**src/pmrc_pkg.sv**
```systemverilog
// package: register map, field positions and timing for power mode and reset control
package pmrc_pkg;
	localparam logic [7:0] PMRC_POWER_MODE_CONTROL_ADDR = 8'h87;
	localparam logic [7:0] PMRC_POWER_MODE_CONTROL_RST  = 8'h00;
	localparam logic [7:0] PMRC_STATUS_ADDR             = 8'h88;
	localparam logic [7:0] PMRC_WDT_CTRL_ADDR           = 8'h89;
	localparam int         PMRC_BIT_IDLE                = 0;
	localparam int         PMRC_BIT_PDOWN               = 1;
	localparam int         PMRC_BIT_FLAG_A              = 2;
	localparam int         PMRC_BIT_FLAG_B              = 3;
	localparam int         PMRC_BIT_WLE                 = 4;
	localparam int         PMRC_BIT_QUIET               = 5;
	localparam int         PMRC_BIT_AUXOFF              = 6;
	localparam int         PMRC_BIT_BAUD2               = 7;
	localparam int         PMRC_OSC_PER_MC              = 12;
	localparam int         PMRC_OSC_NS                  = 20;
	localparam int         PMRC_WAKE_STABLE_NS          = 10000;
	localparam int         PMRC_WAKE_STABLE_CYC         =
		(PMRC_WAKE_STABLE_NS + PMRC_OSC_NS - 1) / PMRC_OSC_NS;
	localparam int         PMRC_ALE_PHASE               = 6;
	typedef enum logic [1:0] {
		PMRC_RUN,
		PMRC_IDLE,
		PMRC_PDOWN,
		PMRC_WAKE
	} pmrc_mode_e;
endpackage

```
**src/pmrc_core.sv**
```systemverilog
// The strobed register port is this design's own decision.
`timescale 1ns/100ps
// power mode and reset control: control register, idle and power-down, reset sequencing
// Notes on behaviour
// - idle halts cpu; timers, watchdog, uart, external interrupts keep running
// - setting idle is last instruction; cpu state retained through idle
// - enabled interrupt in idle clears idle bit; resume after return
// - bits 2 and 3 are free software flags
// - external reset ends idle; oscillator keeps running
// - watchdog reset ends idle
// - power-down bit halts cpu and stops oscillator, watchdog state irrelevant
// - power-down ends on reset or either external interrupt, state kept
// - after wake interrupt service, execution resumes after power-down instruction
// - strobes high in idle, low in power-down; ports hold latches unless code is external
// - external-memory power-down drives port 2 from its latch
// - control register at 87H, resets to 00H, byte access only
// - bit 7 doubles baud rate for timer 1 in serial modes 1-3
// - bit 6 disables aux ram; external moves go external
// - bit 5 stops address latch strobe toggling; cleared by reset
// - watchdog load enable set by software, cleared on watchdog load
// - power-down wins when both mode bits written together
// - reset pin high two machine cycles; strobes high during reset
// - reset pin sampled each machine cycle; reset from second high sample
// - enabled watchdog overflow forces reset regardless of pin
module pmrc_core #(
	parameter int OSC_PER_MC = pmrc_pkg::PMRC_OSC_PER_MC,
	parameter int WAKE_CYC   = pmrc_pkg::PMRC_WAKE_STABLE_CYC
) (
	input  wire logic       i_core_clk,
	input  wire logic       i_rst_n,
	input  wire logic [7:0] i_addr,
	input  wire logic [7:0] i_wdata,
	input  wire logic       i_wr,
	input  wire logic       i_rd,
	output logic      [7:0] o_rdata,
	input  wire logic       i_reset_pin,
	input  wire logic       i_wake_line_a_n,
	input  wire logic       i_wake_line_b_n,
	input  wire logic       i_irq_taken,
	input  wire logic       i_wdt_overflow,
	input  wire logic       i_wdt_loaded,
	input  wire logic       i_ext_code,
	input  wire logic [7:0] i_high_address_port_latch,
	input  wire logic [7:0] i_fetch_addr_hi,
	output logic            o_cpu_run,
	output logic            o_osc_run,
	output logic            o_periph_run,
	output logic            o_core_reset,
	output logic            o_addr_latch_strobe,
	output logic            o_program_store_strobe,
	output logic      [7:0] o_port2_out,
	output logic            o_port0_float,
	output logic            o_baud_double,
	output logic            o_aux_ram_off,
	output logic            o_watchdog_load_enable,
	output logic            o_wdt_reset_en
);
	initial begin
		if (OSC_PER_MC < 2 || OSC_PER_MC > 255) $error("OSC_PER_MC out of range");
		if (WAKE_CYC < 1 || WAKE_CYC > 65535) $error("WAKE_CYC out of range");
	end

	typedef struct packed {
		logic [7:0]           power_mode_control;
		logic                 wdt_en;
		pmrc_pkg::pmrc_mode_e mode;
		logic [7:0]           phase;
		logic [1:0]           rst_seen;
		logic                 rst_active;
		logic                 wdt_rst;
		logic [15:0]          wake_cnt;
		logic                 ext_at_pd;
		logic [7:0]           rdata;
		logic                 ale;
		logic [7:0]           p2;
	} pmrc_core_s;
	pmrc_core_s st_reg;
	pmrc_core_s st_next;

	logic pin_level;
	logic wake_a_n;
	logic wake_b_n;

	// pins cross into the core clock domain
	pmrc_sync #(.INIT(1'b0)) u_sync_rst (
		.i_core_clk(i_core_clk),
		.i_rst_n   (i_rst_n),
		.i_pin     (i_reset_pin),
		.o_level   (pin_level)
	);
	pmrc_sync #(.INIT(1'b1)) u_sync_wa (
		.i_core_clk(i_core_clk),
		.i_rst_n   (i_rst_n),
		.i_pin     (i_wake_line_a_n),
		.o_level   (wake_a_n)
	);
	pmrc_sync #(.INIT(1'b1)) u_sync_wb (
		.i_core_clk(i_core_clk),
		.i_rst_n   (i_rst_n),
		.i_pin     (i_wake_line_b_n),
		.o_level   (wake_b_n)
	);

	function automatic logic mc_end(input logic [7:0] ph);
		mc_end = (ph == 8'(OSC_PER_MC - 1));
	endfunction

	logic wake_low;
	logic mc_tick;
	assign wake_low = !wake_a_n || !wake_b_n;
	assign mc_tick  = mc_end(st_reg.phase);

	// next state: register writes, mode sequencing and reset sampling
	always_comb begin
		st_next       = st_reg;
		st_next.rdata = 8'h00;
		// machine cycle phase stops while the oscillator is frozen; a high reset
		// pin restarts it, else the pin would never be sampled in power-down
		if (st_reg.mode == pmrc_pkg::PMRC_PDOWN && !pin_level) begin
			st_next.phase = 8'h00;
		end else if (mc_tick) begin
			st_next.phase = 8'h00;
		end else begin
			st_next.phase = st_reg.phase + 8'h01;
		end
		// reset pin sampled once per machine cycle, fires on second high sample
		if (mc_tick) begin
			st_next.rst_seen   = {st_reg.rst_seen[0], pin_level};
			st_next.rst_active = pin_level && st_reg.rst_seen[0];
		end
		// watchdog path is internal, independent of the pin
		st_next.wdt_rst = st_reg.wdt_en && i_wdt_overflow;
		// byte-wide register port; no single-bit access exists
		if (i_wr && i_addr == pmrc_pkg::PMRC_POWER_MODE_CONTROL_ADDR) begin
			st_next.power_mode_control = i_wdata;
			if (i_wdata[pmrc_pkg::PMRC_BIT_PDOWN]) begin
				st_next.mode      = pmrc_pkg::PMRC_PDOWN;
				st_next.ext_at_pd = i_ext_code;
				st_next.p2        = i_high_address_port_latch;
			end else if (i_wdata[pmrc_pkg::PMRC_BIT_IDLE]) begin
				st_next.mode = pmrc_pkg::PMRC_IDLE;
			end
		end else if (i_wr && i_addr == pmrc_pkg::PMRC_WDT_CTRL_ADDR) begin
			st_next.wdt_en = i_wdata[0];
		end
		// load enable drops when the watchdog is loaded; load wins over a write
		if (i_wdt_loaded) begin
			st_next.power_mode_control[pmrc_pkg::PMRC_BIT_WLE] = 1'b0;
		end
		// mode exits
		case (st_reg.mode)
			pmrc_pkg::PMRC_IDLE: begin
				if (i_irq_taken) begin
					st_next.mode = pmrc_pkg::PMRC_RUN;
					st_next.power_mode_control[pmrc_pkg::PMRC_BIT_IDLE] = 1'b0;
				end
			end
			pmrc_pkg::PMRC_PDOWN: begin
				if (wake_low) begin
					st_next.mode     = pmrc_pkg::PMRC_WAKE;
					st_next.wake_cnt = 16'(WAKE_CYC);
				end
			end
			pmrc_pkg::PMRC_WAKE: begin
				// oscillator settling; state untouched, resumes after entry point
				if (st_reg.wake_cnt <= 16'h0001) begin
					st_next.mode = pmrc_pkg::PMRC_RUN;
					st_next.power_mode_control[pmrc_pkg::PMRC_BIT_PDOWN] = 1'b0;
				end else begin
					st_next.wake_cnt = st_reg.wake_cnt - 16'h0001;
				end
			end
			default: begin
			end
		endcase
		// address latch strobe toggles twice each machine cycle unless quieted
		if (mc_end(st_reg.phase) || st_reg.phase == 8'(pmrc_pkg::PMRC_ALE_PHASE - 1)) begin
			st_next.ale = !st_reg.ale;
		end
		// read data stands the cycle after the strobe
		if (i_rd) begin
			if (i_addr == pmrc_pkg::PMRC_POWER_MODE_CONTROL_ADDR) begin
				st_next.rdata = st_reg.power_mode_control;
			end else if (i_addr == pmrc_pkg::PMRC_STATUS_ADDR) begin
				st_next.rdata = {4'h0, st_reg.rst_active, st_reg.wdt_rst, st_reg.mode};
			end else if (i_addr == pmrc_pkg::PMRC_WDT_CTRL_ADDR) begin
				st_next.rdata = {7'h00, st_reg.wdt_en};
			end else begin
				st_next.rdata = 8'h00;
			end
		end
		// any reset ends idle or power-down and clears the register
		if (st_reg.rst_active || st_reg.wdt_rst) begin
			st_next.power_mode_control   = pmrc_pkg::PMRC_POWER_MODE_CONTROL_RST;
			st_next.mode   = pmrc_pkg::PMRC_RUN;
			st_next.wdt_en = 1'b0;
		end
	end

	// single register for all state
	always_ff @(posedge i_core_clk) begin
		if (!i_rst_n) begin
			st_reg      <= '0;
			st_reg.mode <= pmrc_pkg::PMRC_RUN;
		end else begin
			st_reg <= st_next;
		end
	end

	logic in_reset;
	logic in_idle;
	logic in_pd;
	assign in_reset = st_reg.rst_active || st_reg.wdt_rst;
	assign in_idle  = st_reg.mode == pmrc_pkg::PMRC_IDLE;
	assign in_pd    = st_reg.mode == pmrc_pkg::PMRC_PDOWN || st_reg.mode == pmrc_pkg::PMRC_WAKE;

	// cpu halts in both modes; peripherals run in idle only
	assign o_cpu_run    = st_reg.mode == pmrc_pkg::PMRC_RUN && !in_reset;
	assign o_periph_run = !in_pd;
	assign o_osc_run    = st_reg.mode != pmrc_pkg::PMRC_PDOWN;
	assign o_core_reset = in_reset;

	// pin states per mode; reset forces strobes high
	always_comb begin
		if (in_reset || in_idle) begin
			o_addr_latch_strobe    = 1'b1;
			o_program_store_strobe = 1'b1;
		end else if (in_pd) begin
			o_addr_latch_strobe    = 1'b0;
			o_program_store_strobe = 1'b0;
		end else begin
			o_addr_latch_strobe    = st_reg.ale && !st_reg.power_mode_control[pmrc_pkg::PMRC_BIT_QUIET];
			o_program_store_strobe = 1'b1;
		end
	end

	// port 2: address in external idle, own latch in power-down
	always_comb begin
		if (in_idle && i_ext_code) begin
			o_port2_out = i_fetch_addr_hi;
		end else if (in_pd && st_reg.ext_at_pd) begin
			o_port2_out = st_reg.p2;
		end else begin
			o_port2_out = i_high_address_port_latch;
		end
	end
	assign o_port0_float = (in_idle || in_pd) && i_ext_code;

	assign o_rdata                = st_reg.rdata;
	assign o_baud_double          = st_reg.power_mode_control[pmrc_pkg::PMRC_BIT_BAUD2];
	assign o_aux_ram_off          = st_reg.power_mode_control[pmrc_pkg::PMRC_BIT_AUXOFF];
	assign o_watchdog_load_enable = st_reg.power_mode_control[pmrc_pkg::PMRC_BIT_WLE];
	assign o_wdt_reset_en         = st_reg.wdt_en;
endmodule

```
**src/pmrc_sync.sv**
```systemverilog
`timescale 1ns/100ps
// three-stage pin synchroniser, change accepted when stages two and three agree
module pmrc_sync #(
	parameter logic INIT = 1'b0
) (
	input  wire logic i_core_clk,
	input  wire logic i_rst_n,
	input  wire logic i_pin,
	output logic      o_level
);
	typedef struct packed {
		logic [2:0] stg;
		logic       lvl;
	} pmrc_sync_s;
	pmrc_sync_s st_reg;
	pmrc_sync_s st_next;

	// stage one feeds stage two only
	always_comb begin
		st_next     = st_reg;
		st_next.stg = {st_reg.stg[1:0], i_pin};
		if (st_reg.stg[1] == st_reg.stg[2]) begin
			st_next.lvl = st_reg.stg[2];
		end
	end

	// synchronous reset to the idle level
	always_ff @(posedge i_core_clk) begin
		if (!i_rst_n) begin
			st_reg <= '{stg: {3{INIT}}, lvl: INIT};
		end else begin
			st_reg <= st_next;
		end
	end

	assign o_level = st_reg.lvl;
endmodule
```
**config.mk**
```make
export PLATFORM = sky130hd
export DESIGN_NAME = pmrc_core
export DESIGN_NICKNAME = d
export VERILOG_FILES = /design/src/pmrc_pkg.sv /design/src/pmrc_core.sv /design/src/pmrc_sync.sv
export SDC_FILE = /design/constraint.sdc
export NUM_CORES = 1
export LEC_CHECK = 0
export BUFFER_PORTS_ARGS = -buffer_cell sky130_fd_sc_hd__buf_2
export CAP_MARGIN = 30
export CELL_PAD_IN_SITES_DETAIL_PLACEMENT = 1
export CELL_PAD_IN_SITES_GLOBAL_PLACEMENT = 1
export CORE_MARGIN = 2
export CORE_UTILIZATION = 40
export DETAILED_ROUTE_END_ITERATION = 16
export PLACE_DENSITY_LB_ADDON = 0.1
export SLEW_MARGIN = 10
export SYNTH_ARGS = -nofsm -noshare
export SYNTH_HDL_FRONTEND = slang
export SYNTH_SLANG_ARGS = --single-unit
```
**constraint.sdc**
```tcl
create_clock -name i_core_clk -period 2.9 [get_ports i_core_clk]
set_clock_uncertainty 0.05 [all_clocks]
set_input_delay 0.145 -clock i_core_clk [delete_from_list [all_inputs] [get_ports i_core_clk]]
set_output_delay 0.145 -clock i_core_clk [all_outputs]
set_load 0.02 [all_outputs]
```
==> results.ini, run 1 <==
[floorplanning]
boundaryPins = 70
die_w_um = 91.42
core_area_um2 = 7331
dieArea_um2 = 8357
initial_core_util_pct = 41.70
die_y_um = 91.42
core.rowCount = 31

[worst_setup_path]
worst_setup_path_end_kind = flip-flop
rrSetupSlack_ps = 550
start_kind = flip-flop
r2r_start = st_reg[28]
critPathArrivalTime_ps = 2500
ff2ff_path_depth = 6
crit_required_ps = 3050
critPathMaxFanout = 8
critical_path_class = flip-flop to flip-flop
r2r-end = st_reg[46]

[global_routing]
grt_max_degree = 24
antenna_found_initial = 0
use_met3_pct = 3.983
overflow = 0
gr-usage-met1_pct = 22.75
grt_pass1_vias = 2622
met2_usage_pct = 30.51
gr-usage-all-layers_pct = 18.31
grt_pass1_wl_um = 12430
busiest_layer = met2

[pwr]
power.leakage_nw = 1.544
vdd_ir_drop_max_uv = 304.3
p_per_area_nw_per_um2 = 480.3

[yosys]
synth-main-ff-cell = dfxtp_1
syn_inst = 353
synth-async-reset-ratio_pct = 0
ys_seq_area_share_pct = 44.54
syn_avg_cell_area_um2 = 8.659
synth_edf_count = 0
synth_seq_cells = 68
synth_warnings = 0
syn_nets = 400
synth_cell_types = 42
mappedNetlistArea_um2 = 3057

[cts]
clk_pin_slew_worst_paths_ps = 70
cts_made_buffers = 9
hold_buffers = 5
clockBufferDepth = 2
htreeDepth = 3
cts_resized = 0
root_buffer = clkbuf_8
insertion_delay_ps = 330
cts_tree = done
cts.sinks = 68
cts_setup_buffers = 0

[detailed_routing]
first_iter_violations = 82
wl_per_cell_um = 13.86
finalWirelength_um = 7278
dr.pass1.iters = 4
ant_nets = 0
vias = 2666
drc = 0
viasPerCell = 5.078

[timing]
worstMarginPinSlew_ps = 666.3
clock.fmax_ghz = 0.4260
period_minus_slack_ps = 2347
fin_tns_setup_ps = 0
finalSetupViolCount = 0
drv_slew = 0
max-slew-margin-rel_pct = 55.39
rsz0062_at_grt = false
min_period_over_period_pct = 80.94
final-hold-violation-count = 0
fin_ws_ps = 552.8

[final_layout]
multi_input_area_um2 = 1553
diodes = 0
area_delta_synth_final_pct = 20.55
final-seq-area_um2 = 1361
fin_nets = 468
layout-drive-gt1-share_pct = 23.71
num-fill-cells = 909
largest_reg_flops = 44
design_area_um2 = 3685

[worst_hold_path]
min-delay-start = i_wdata[3]
min_to = st_reg[52]
hold_path.class = input pin to flip-flop
hold_depth = 3

[place]
place.gp.congestion = 0.8031
placed_cell_area_um2 = 3447
hpwlAfterDp_um = 5244
dp_slack_ps = 641.4
place.port_buffers = 69

[outcome]
status = finished, final reports clean

[flow_run]
cap_violations = 0

==> logic make-up after synthesis <==
logic type | synth area share, %
AOI/OAI and AO/OA | 13.67
muxes | 5.239
adders and majority gates | 1.637
buffers and inverters | 4.666
DFF | 44.54
and+or+nand+nor | 25.67
xor gates and xnor gates | 4.584
==> per-layer routing <==
layer	routed length [um]	vias to the layer above	part of all wire (%)
li1	-	1350	-
met1	3454	1256	47
met2	3455	54	47
met3	274	6	3.8
met4	94	0	1.3
met5	0	-	0
==> layout by cell type (no fill, tap or decap), drive strengths merged, types with 4 or more instances in the layout <==
cell         synthesis  layout
nor4                 7       7
and2                12      12
xor2                 6       6
nand2               46      46
or2                  5       5
nor2                32      32
ha                   4       4
nand3               18      18
and3                 4       4
nor3                 8       8
clkbuf              11      11
xnor2               10      10
o21ai                8       8
buf                 11      74
dlygate4sd3          0       5
dfxtp               68      68
a21boi              17      17
inv                  7       7
mux2i               16      16
a21oi               25      25
nand2b               7       7
==> per-stage QoR <==
stage                     util, %  power, W  cells  hold WS [ps]
after floorplan                 -  0.001016    353         174.3
after global placement      47.02  0.001063    504         263.3
after detailed placement    47.02  0.001066    504         263.2
after CTS                   50.26  0.001793    525        0.2338
after global routing        50.26  0.001856    525         10.66
final                       50.26  0.001770    525         14.63
==> where the power goes <==
part	internal [W]	switching (W)	leakage [nW]
clock	0.000357	0.000364	0.0876
sequential	0.000942	0.00000777	0.550
combinational	0.0000487	0.0000503	0.907
==> critical path, stage by stage, from the launching register on <==
cell and delay (ps):
dfxtp_1 350, or4_4 570, nor4_1 580, buf_4 270
nand2_1 80, o21ai_0 220, o32ai_1 110
==> worst max path at each step <==
stage	start	slack, ps	to	depth (start not counted)
after floorplan	st_reg[28]	820	st_reg[33]	5
after global placement	st_reg[28]	720	st_reg[46]	6
after detailed placement	st_reg[28]	640	st_reg[46]	6
after CTS	st_reg[28]	570	st_reg[46]	6
after global routing	st_reg[28]	350	st_reg[46]	6
final	st_reg[28]	550	st_reg[46]	6
==> area by class of cell <==
| cell class | instances | area share [%] |
|---|---|---|
| clock buffer | 11 | 4.109 |
| clock inverter | 5 | 0.9847 |
| inverter | 7 | 0.7131 |
| multi-input combinational | 256 | 42.14 |
| sequential | 68 | 36.94 |
| tap | 99 | 3.362 |
| timing repair buffer | 79 | 11.75 |
==> cell usage after synthesis (4+ instances only) <==
| cell | number | area, um2 |
|---|---|---|
| mux2i_1 | 16 | 160.2 |
| nor2_1 | 32 | 120.1 |
| nor3_1 | 8 | 40.04 |
| and3_1 | 4 | 25.02 |
| and2_1 | 12 | 75.07 |
| ha_1 | 4 | 50.05 |
| a21boi_0 | 17 | 127.6 |
| a21oi_1 | 25 | 125.1 |
| nand2b_1 | 7 | 43.79 |
| nand3_1 | 18 | 90.09 |
| xnor2_1 | 10 | 87.58 |
| xor2_1 | 6 | 52.55 |
| o21ai_0 | 8 | 40.04 |
| buf_4 | 8 | 60.06 |
| inv_1 | 7 | 26.28 |
| or2_2 | 5 | 31.28 |
| nor4_1 | 7 | 43.79 |
| clkbuf_1 | 11 | 41.29 |
| nand2_1 | 46 | 172.7 |
| dfxtp_1 | 68 | 1361 |
(Power assumes the default switching activity.)
==> inputs of run 2 (changes only) <==
--- a/config.mk
+++ b/config.mk
@@ -10,7 +10,7 @@
 export CELL_PAD_IN_SITES_DETAIL_PLACEMENT = 1
 export CELL_PAD_IN_SITES_GLOBAL_PLACEMENT = 1
 export CORE_MARGIN = 2
-export CORE_UTILIZATION = 40
+export CORE_UTILIZATION = 36
 export DETAILED_ROUTE_END_ITERATION = 16
 export PLACE_DENSITY_LB_ADDON = 0.1
 export SLEW_MARGIN = 10
==> constraint.sdc (replaced) <==
create_clock -name i_core_clk -period 2 [get_ports i_core_clk]
set_clock_uncertainty 0.05 [all_clocks]
set_input_delay 0.1 -clock i_core_clk [delete_from_list [all_inputs] [get_ports i_core_clk]]
set_output_delay 0.1 -clock i_core_clk [all_outputs]
set_load 0.02 [all_outputs]
==> run 2 against run 1 <==
The flow now finishes with violations (setup timing); critical path depth shrank 1; first-iteration DRC count decreased by 24%; register-to-register slack got worse by 690 ps; core utilization is essentially flat.
==> results.ini, run 2 (synthesis results as in run 1) <==
[outcome]
status = complete, but fails checks
violations = setup timing

[global_routing]
gr-usage-all-layers_pct = 18.24
met2_usage_pct = 32.06
grt_max_degree = 22
gr-usage-met1_pct = 21.80
antenna_found_initial = 0
overflow = 0
busiest_layer = met2
use_met3_pct = 3.211
grt_pass1_wl_um = 13080
grt_pass1_vias = 2796

[worst_setup_path]
critPathMaxStageDelay_ps = 530
crit_required_ps = 2240
start_kind = flip-flop
cpMostUsedCell = or4_4
cp_top_family = simple AND/OR/NAND/NOR gates
worst_setup_path_end_kind = flip-flop
critical_path_class = flip-flop to flip-flop
ff2ff_path_depth = 5
critPathMaxFanout = 5
critical_path_buf_inv_count = 0
critPathArrivalTime_ps = 2380
cp_slowest_cell = or4_4
worst-path-stages = 5
cp_cell_sequence = or4_4, or4_4, nor4b_4, or3b_1, mux2i_1

[pwr]
p_sw_share_pct = 23.67
power_frac_comb_pct = 6.1
p_switching_w = 0.0006734
pwr-share-seq_pct = 48.4
finalPower_w = 0.002844
vdd_ir_drop_max_uv = 390.7
p_per_area_nw_per_um2 = 688.1
internal-power_w = 0.002171
power.leakage_nw = 1.785
clkPwrFrac_pct = 45.5

[final_layout]
diodes = 0
num-fill-cells = 1025
final_common_cell = buf_2
most-common-layout-cells = buf_2, dfxtp_1, nand2_1
design_area_um2 = 4134
largest_reg_flops = 44
layout-drive-gt1-share_pct = 29.34
fin_cells = 572
fin_nets = 509
area_delta_synth_final_pct = 35.24
final-seq-area_um2 = 1363
multi_input_area_um2 = 1607

[timing]
finalSetupViolCount = 6
fin_ws_ps = -141.9
period_minus_slack_ps = 2142
drv_slew = 0
rsz0062_at_grt = true
final-hold-violation-count = 0
min_period_over_period_pct = 107.1
clock.fmax_ghz = 0.4669
max-slew-margin-rel_pct = 56.86
holdWs_ps = 30.21
worstMarginPinSlew_ps = 644.3

[detailed_routing]
drc = 0
first_iter_violations = 62
finalWirelength_um = 8107
vias = 2858
wl_per_cell_um = 14.17
ant_nets = 0
dr.pass1.iters = 4
viasPerCell = 4.997

[cts]
cts_tree = done
clk_pin_slew_worst_paths_ps = 80
root_buffer = clkbuf_8
clockBufferDepth = 2
htreeDepth = 3
insertion_delay_ps = 350
cts.sinks = 68
cts_made_buffers = 9

[place]
place.gp.congestion = 0.7406
dp_slack_ps = -114.1
hpwlAfterDp_um = 5529
place_inst = 533
place.port_buffers = 69
placed_cell_area_um2 = 3627

[floorplanning]
dieArea_um2 = 9244
die_y_um = 96.15
boundaryPins = 70
core.rowCount = 33
core_area_um2 = 8217
die_w_um = 96.15
initial_core_util_pct = 37.20

[worst_hold_path]
hold_depth = 3
hold_path.class = input pin to flip-flop

[flow_run]
cap_violations = 0

## run 2: cell count changes in the layout (fill, tap and decap cells not counted), moves of 3 or more
cell	previous run	this run
a21boi_0	17	12
a21boi_1	0	5
buf_4	5	29
dlygate4sd3_1	5	21
nor4_1	7	4
## run 2: repair_timing
action	in CTS	in global routing
hold buffers	21	0
setup endpoints to repair	12	33
cloned	1	0
hold endpoints to repair	20	0
buffers inserted	1	0
pin swaps	0	4
gates resized for setup	10	11
## run 2: path summary, 6_finish.rpt
check / startpoint / end / slack (ps)
worst min register to register: u_sync_wb.st_next[2] / u_sync_wb.st_next[3] / 360
worst max register to register: st_reg[28] / st_reg[33] / -140
worst max-delay path: st_reg[28] / st_reg[33] / -140
worst min-delay path: i_addr[6] / o_rdata[5] / 30
## run 2: through the flow
step	util (%)	setup TNS, ps
global placement	44.15	-585.3
floorplan	-	-186.3
detailed placement	44.15	-863.5
global route	50.31	-1593
finish	50.31	-428.9
CTS	49.98	-371.0
## run 2: layout make-up
| class | instances | share of cell area [%] |
|---|---|---|
| Clock buffer | 9 | 2.996 |
| Clock inverter | 7 | 2.391 |
| Inverter | 7 | 0.6356 |
| Multi-Input combinational cell | 256 | 38.86 |
| Sequential cell | 68 | 32.96 |
| Tap cell | 105 | 3.178 |
| Timing Repair Buffer | 120 | 18.98 |
## run 2: worst reg2reg max path: cells and delay by family (launching register included)
family | cells | cell delay [ps]
AND/OR/NAND/NOR | 4 | 1540
flip-flops | 1 | 320
multiplexers | 1 | 160
## run 2: power groups by stage
stage | Sequential [W] | Clock, W | Combinational (W)
after CTS | 0.00138 | 0.00133 | 0.000175
after global placement | 0.00141 | 0 | 0.000139
final | 0.00138 | 0.00129 | 0.000174
after floorplan | 0.00141 | 0 | 0.0000674
after detailed placement | 0.00141 | 0 | 0.000142
after global routing | 0.00138 | 0.00139 | 0.000193
## run 2: per-layer routing
layer	up-vias	wire, um	part of all wire (%)
li1	1429	-	-
met1	1367	3669	45
met2	54	3958	49
met3	8	357	4.4
met4	0	122	1.5
met5	-	0	0
==> inputs of run 3 (changes only) <==
--- a/config.mk
+++ b/config.mk
@@ -10,7 +10,7 @@
 export CELL_PAD_IN_SITES_DETAIL_PLACEMENT = 1
 export CELL_PAD_IN_SITES_GLOBAL_PLACEMENT = 1
 export CORE_MARGIN = 2
-export CORE_UTILIZATION = 36
+export CORE_UTILIZATION = 25
 export DETAILED_ROUTE_END_ITERATION = 16
 export PLACE_DENSITY_LB_ADDON = 0.1
 export SLEW_MARGIN = 10
==> run 3 against run 2 <==
The flow still finishes with violations (setup timing); flip-flop and latch count unchanged; critical path type unchanged; highest routed layer unchanged; wire length increased by 2.8%; fmax increased by 1.0%; core utilization decreased by 13 points.
==> results.ini, run 3 (synthesis results as in run 1) <==
[outcome]
status = complete, but fails checks
violations = setup timing

[global_routing]
grt_pass1_vias = 2895
antenna_found_initial = 0
gr-usage-met1_pct = 16.57
busiest_layer = met2
use_met3_pct = 4.076
overflow = 0
gr-usage-all-layers_pct = 13.72
grt_pass1_wl_um = 14060
met2_usage_pct = 22.64
grt_max_degree = 34

[worst_hold_path]
hold_path.class = input pin to flip-flop
hold_depth = 3
min-delay-start = i_wdata[0]
min_to = o_wdt_reset_en

[worst_setup_path]
r2r-end = st_reg[29]
rrSetupSlack_ps = -120
setup.worst_path.start = st_reg[28]
critical_path_class = flip-flop to flip-flop
r2r_start = st_reg[28]
critPathMaxFanout = 4
crit_required_ps = 2170
worst_setup_path_end_kind = flip-flop
start_kind = flip-flop
ff2ff_path_depth = 6
critPathArrivalTime_ps = 2290

[cts]
clk_pin_slew_worst_paths_ps = 50
cts_made_buffers = 9
cts.sinks = 68
cts_tree = done
clockBufferDepth = 2
root_buffer = clkbuf_16
htreeDepth = 3
insertion_delay_ps = 340

[timing]
period_minus_slack_ps = 2120
clock.fmax_ghz = 0.4718
fin_tns_setup_ps = -1102
final-hold-violation-count = 0
drv_slew = 0
worstMarginPinSlew_ps = 617.1
finalSetupViolCount = 16
rsz0062_at_grt = true
fin_ws_ps = -119.7
max-slew-margin-rel_pct = 58.86
min_period_over_period_pct = 106.0

[detailed_routing]
vias = 2838
viasPerCell = 4.600
finalWirelength_um = 8336
dr.pass1.iters = 4
first_iter_violations = 72
ant_nets = 0
drc = 0
wl_per_cell_um = 13.51

[flow_run]
cap_violations = 0

[final_layout]
diodes = 0
layout-drive-gt1-share_pct = 31.49
fin_nets = 512
most-common-layout-cells = buf_2, dfxtp_1, nand2_1
num-fill-cells = 1426
final_core_util_pct = 37.11
largest_reg_flops = 44
final_common_cell = buf_2
area_delta_synth_final_pct = 45.23
design_area_um2 = 4439

[place]
place.gp.congestion = 0.7362
hpwlAfterDp_um = 5851
place.port_buffers = 69
placed_cell_area_um2 = 3715

[floorplanning]
boundaryPins = 70
core.rowCount = 40
die_y_um = 114.6
die_w_um = 114.6
core_area_um2 = 11960
dieArea_um2 = 13130
initial_core_util_pct = 25.55

[pwr]
power.leakage_nw = 1.871
vdd_ir_drop_max_uv = 537.0
finalPower_w = 0.003490
p_per_area_nw_per_um2 = 786.1

## run 3: changes by cell type in the layout (fill, tap and decap cells not counted), moves of 2 or more
cell       change
a211oi_4       +2
a21oi_1        -3
a21oi_2        +2
buf_6          +2
bufinv_16      +2
clkbuf_16      +9
clkbuf_8       -9
inv_6          -2
## run 3: layout make-up
cell class | count | area (um2) | area share, %
Clock inverter | 6 | 136.4 | 3.072
Sequential cell | 68 | 1366 | 30.78
Clock buffer | 10 | 229.0 | 5.158
Timing Repair Buffer | 123 | 824.5 | 18.57
Multi-Input combinational cell | 256 | 1673 | 37.68
Tap cell | 147 | 183.9 | 4.143
Inverter | 7 | 26.28 | 0.5919
## run 3: worst max path at each step
| stage | endpoint | slack, ps | cells past startpoint |
|---|---|---|---|
| after floorplan | st_reg[33] | -80 | 5 |
| after global routing | st_reg[29] | -220 | 6 |
| after CTS | st_reg[29] | -120 | 6 |
| after global placement | st_reg[33] | -110 | 5 |
| after detailed placement | st_reg[33] | -140 | 5 |
| final | st_reg[29] | -120 | 6 |
## run 3: worst max-delay path, stage by stage, from the launching register on
cell and delay [ps]:
dfxtp_2 320, or4_4 530, or4_4 510, nor4b_4 240
buf_4 180, nor4_2 50, mux2i_1 120
## run 3: power by group
part           switching (W)  internal (W)
clock network       0.000591       0.00135
registers         0.00000937       0.00137
logic              0.0000817     0.0000953
total               0.000682       0.00281
## run 3: what timing repair did
item,in CTS,in global routing
hold buffers,20,0
endpoints found under the hold margin,19,0
endpoints found under the setup margin,9,27
pin swaps,0,12
setup buffers,1,1
gates cloned,1,0
gates resized for setup,8,31
## run 3: per-layer routing
| metal | share of wire, % | up-vias |
|---|---|---|
| li1 | - | 1435 |
| met1 | 46 | 1333 |
| met2 | 47 | 58 |
| met3 | 4.8 | 12 |
| met4 | 1.8 | 0 |
| met5 | 0 | - |
## run 3: through the flow
step / hold WS (ps) / setup WS [ps] / std cells
after detailed placement: 221.9 / -140.0 / 578
after CTS: 19.86 / -115.3 / 616
after floorplan: 129.3 / -83.53 / 353
after global placement: 215.1 / -112.0 / 578
after global routing: 39.72 / -222.3 / 617
final: 20.47 / -119.7 / 617
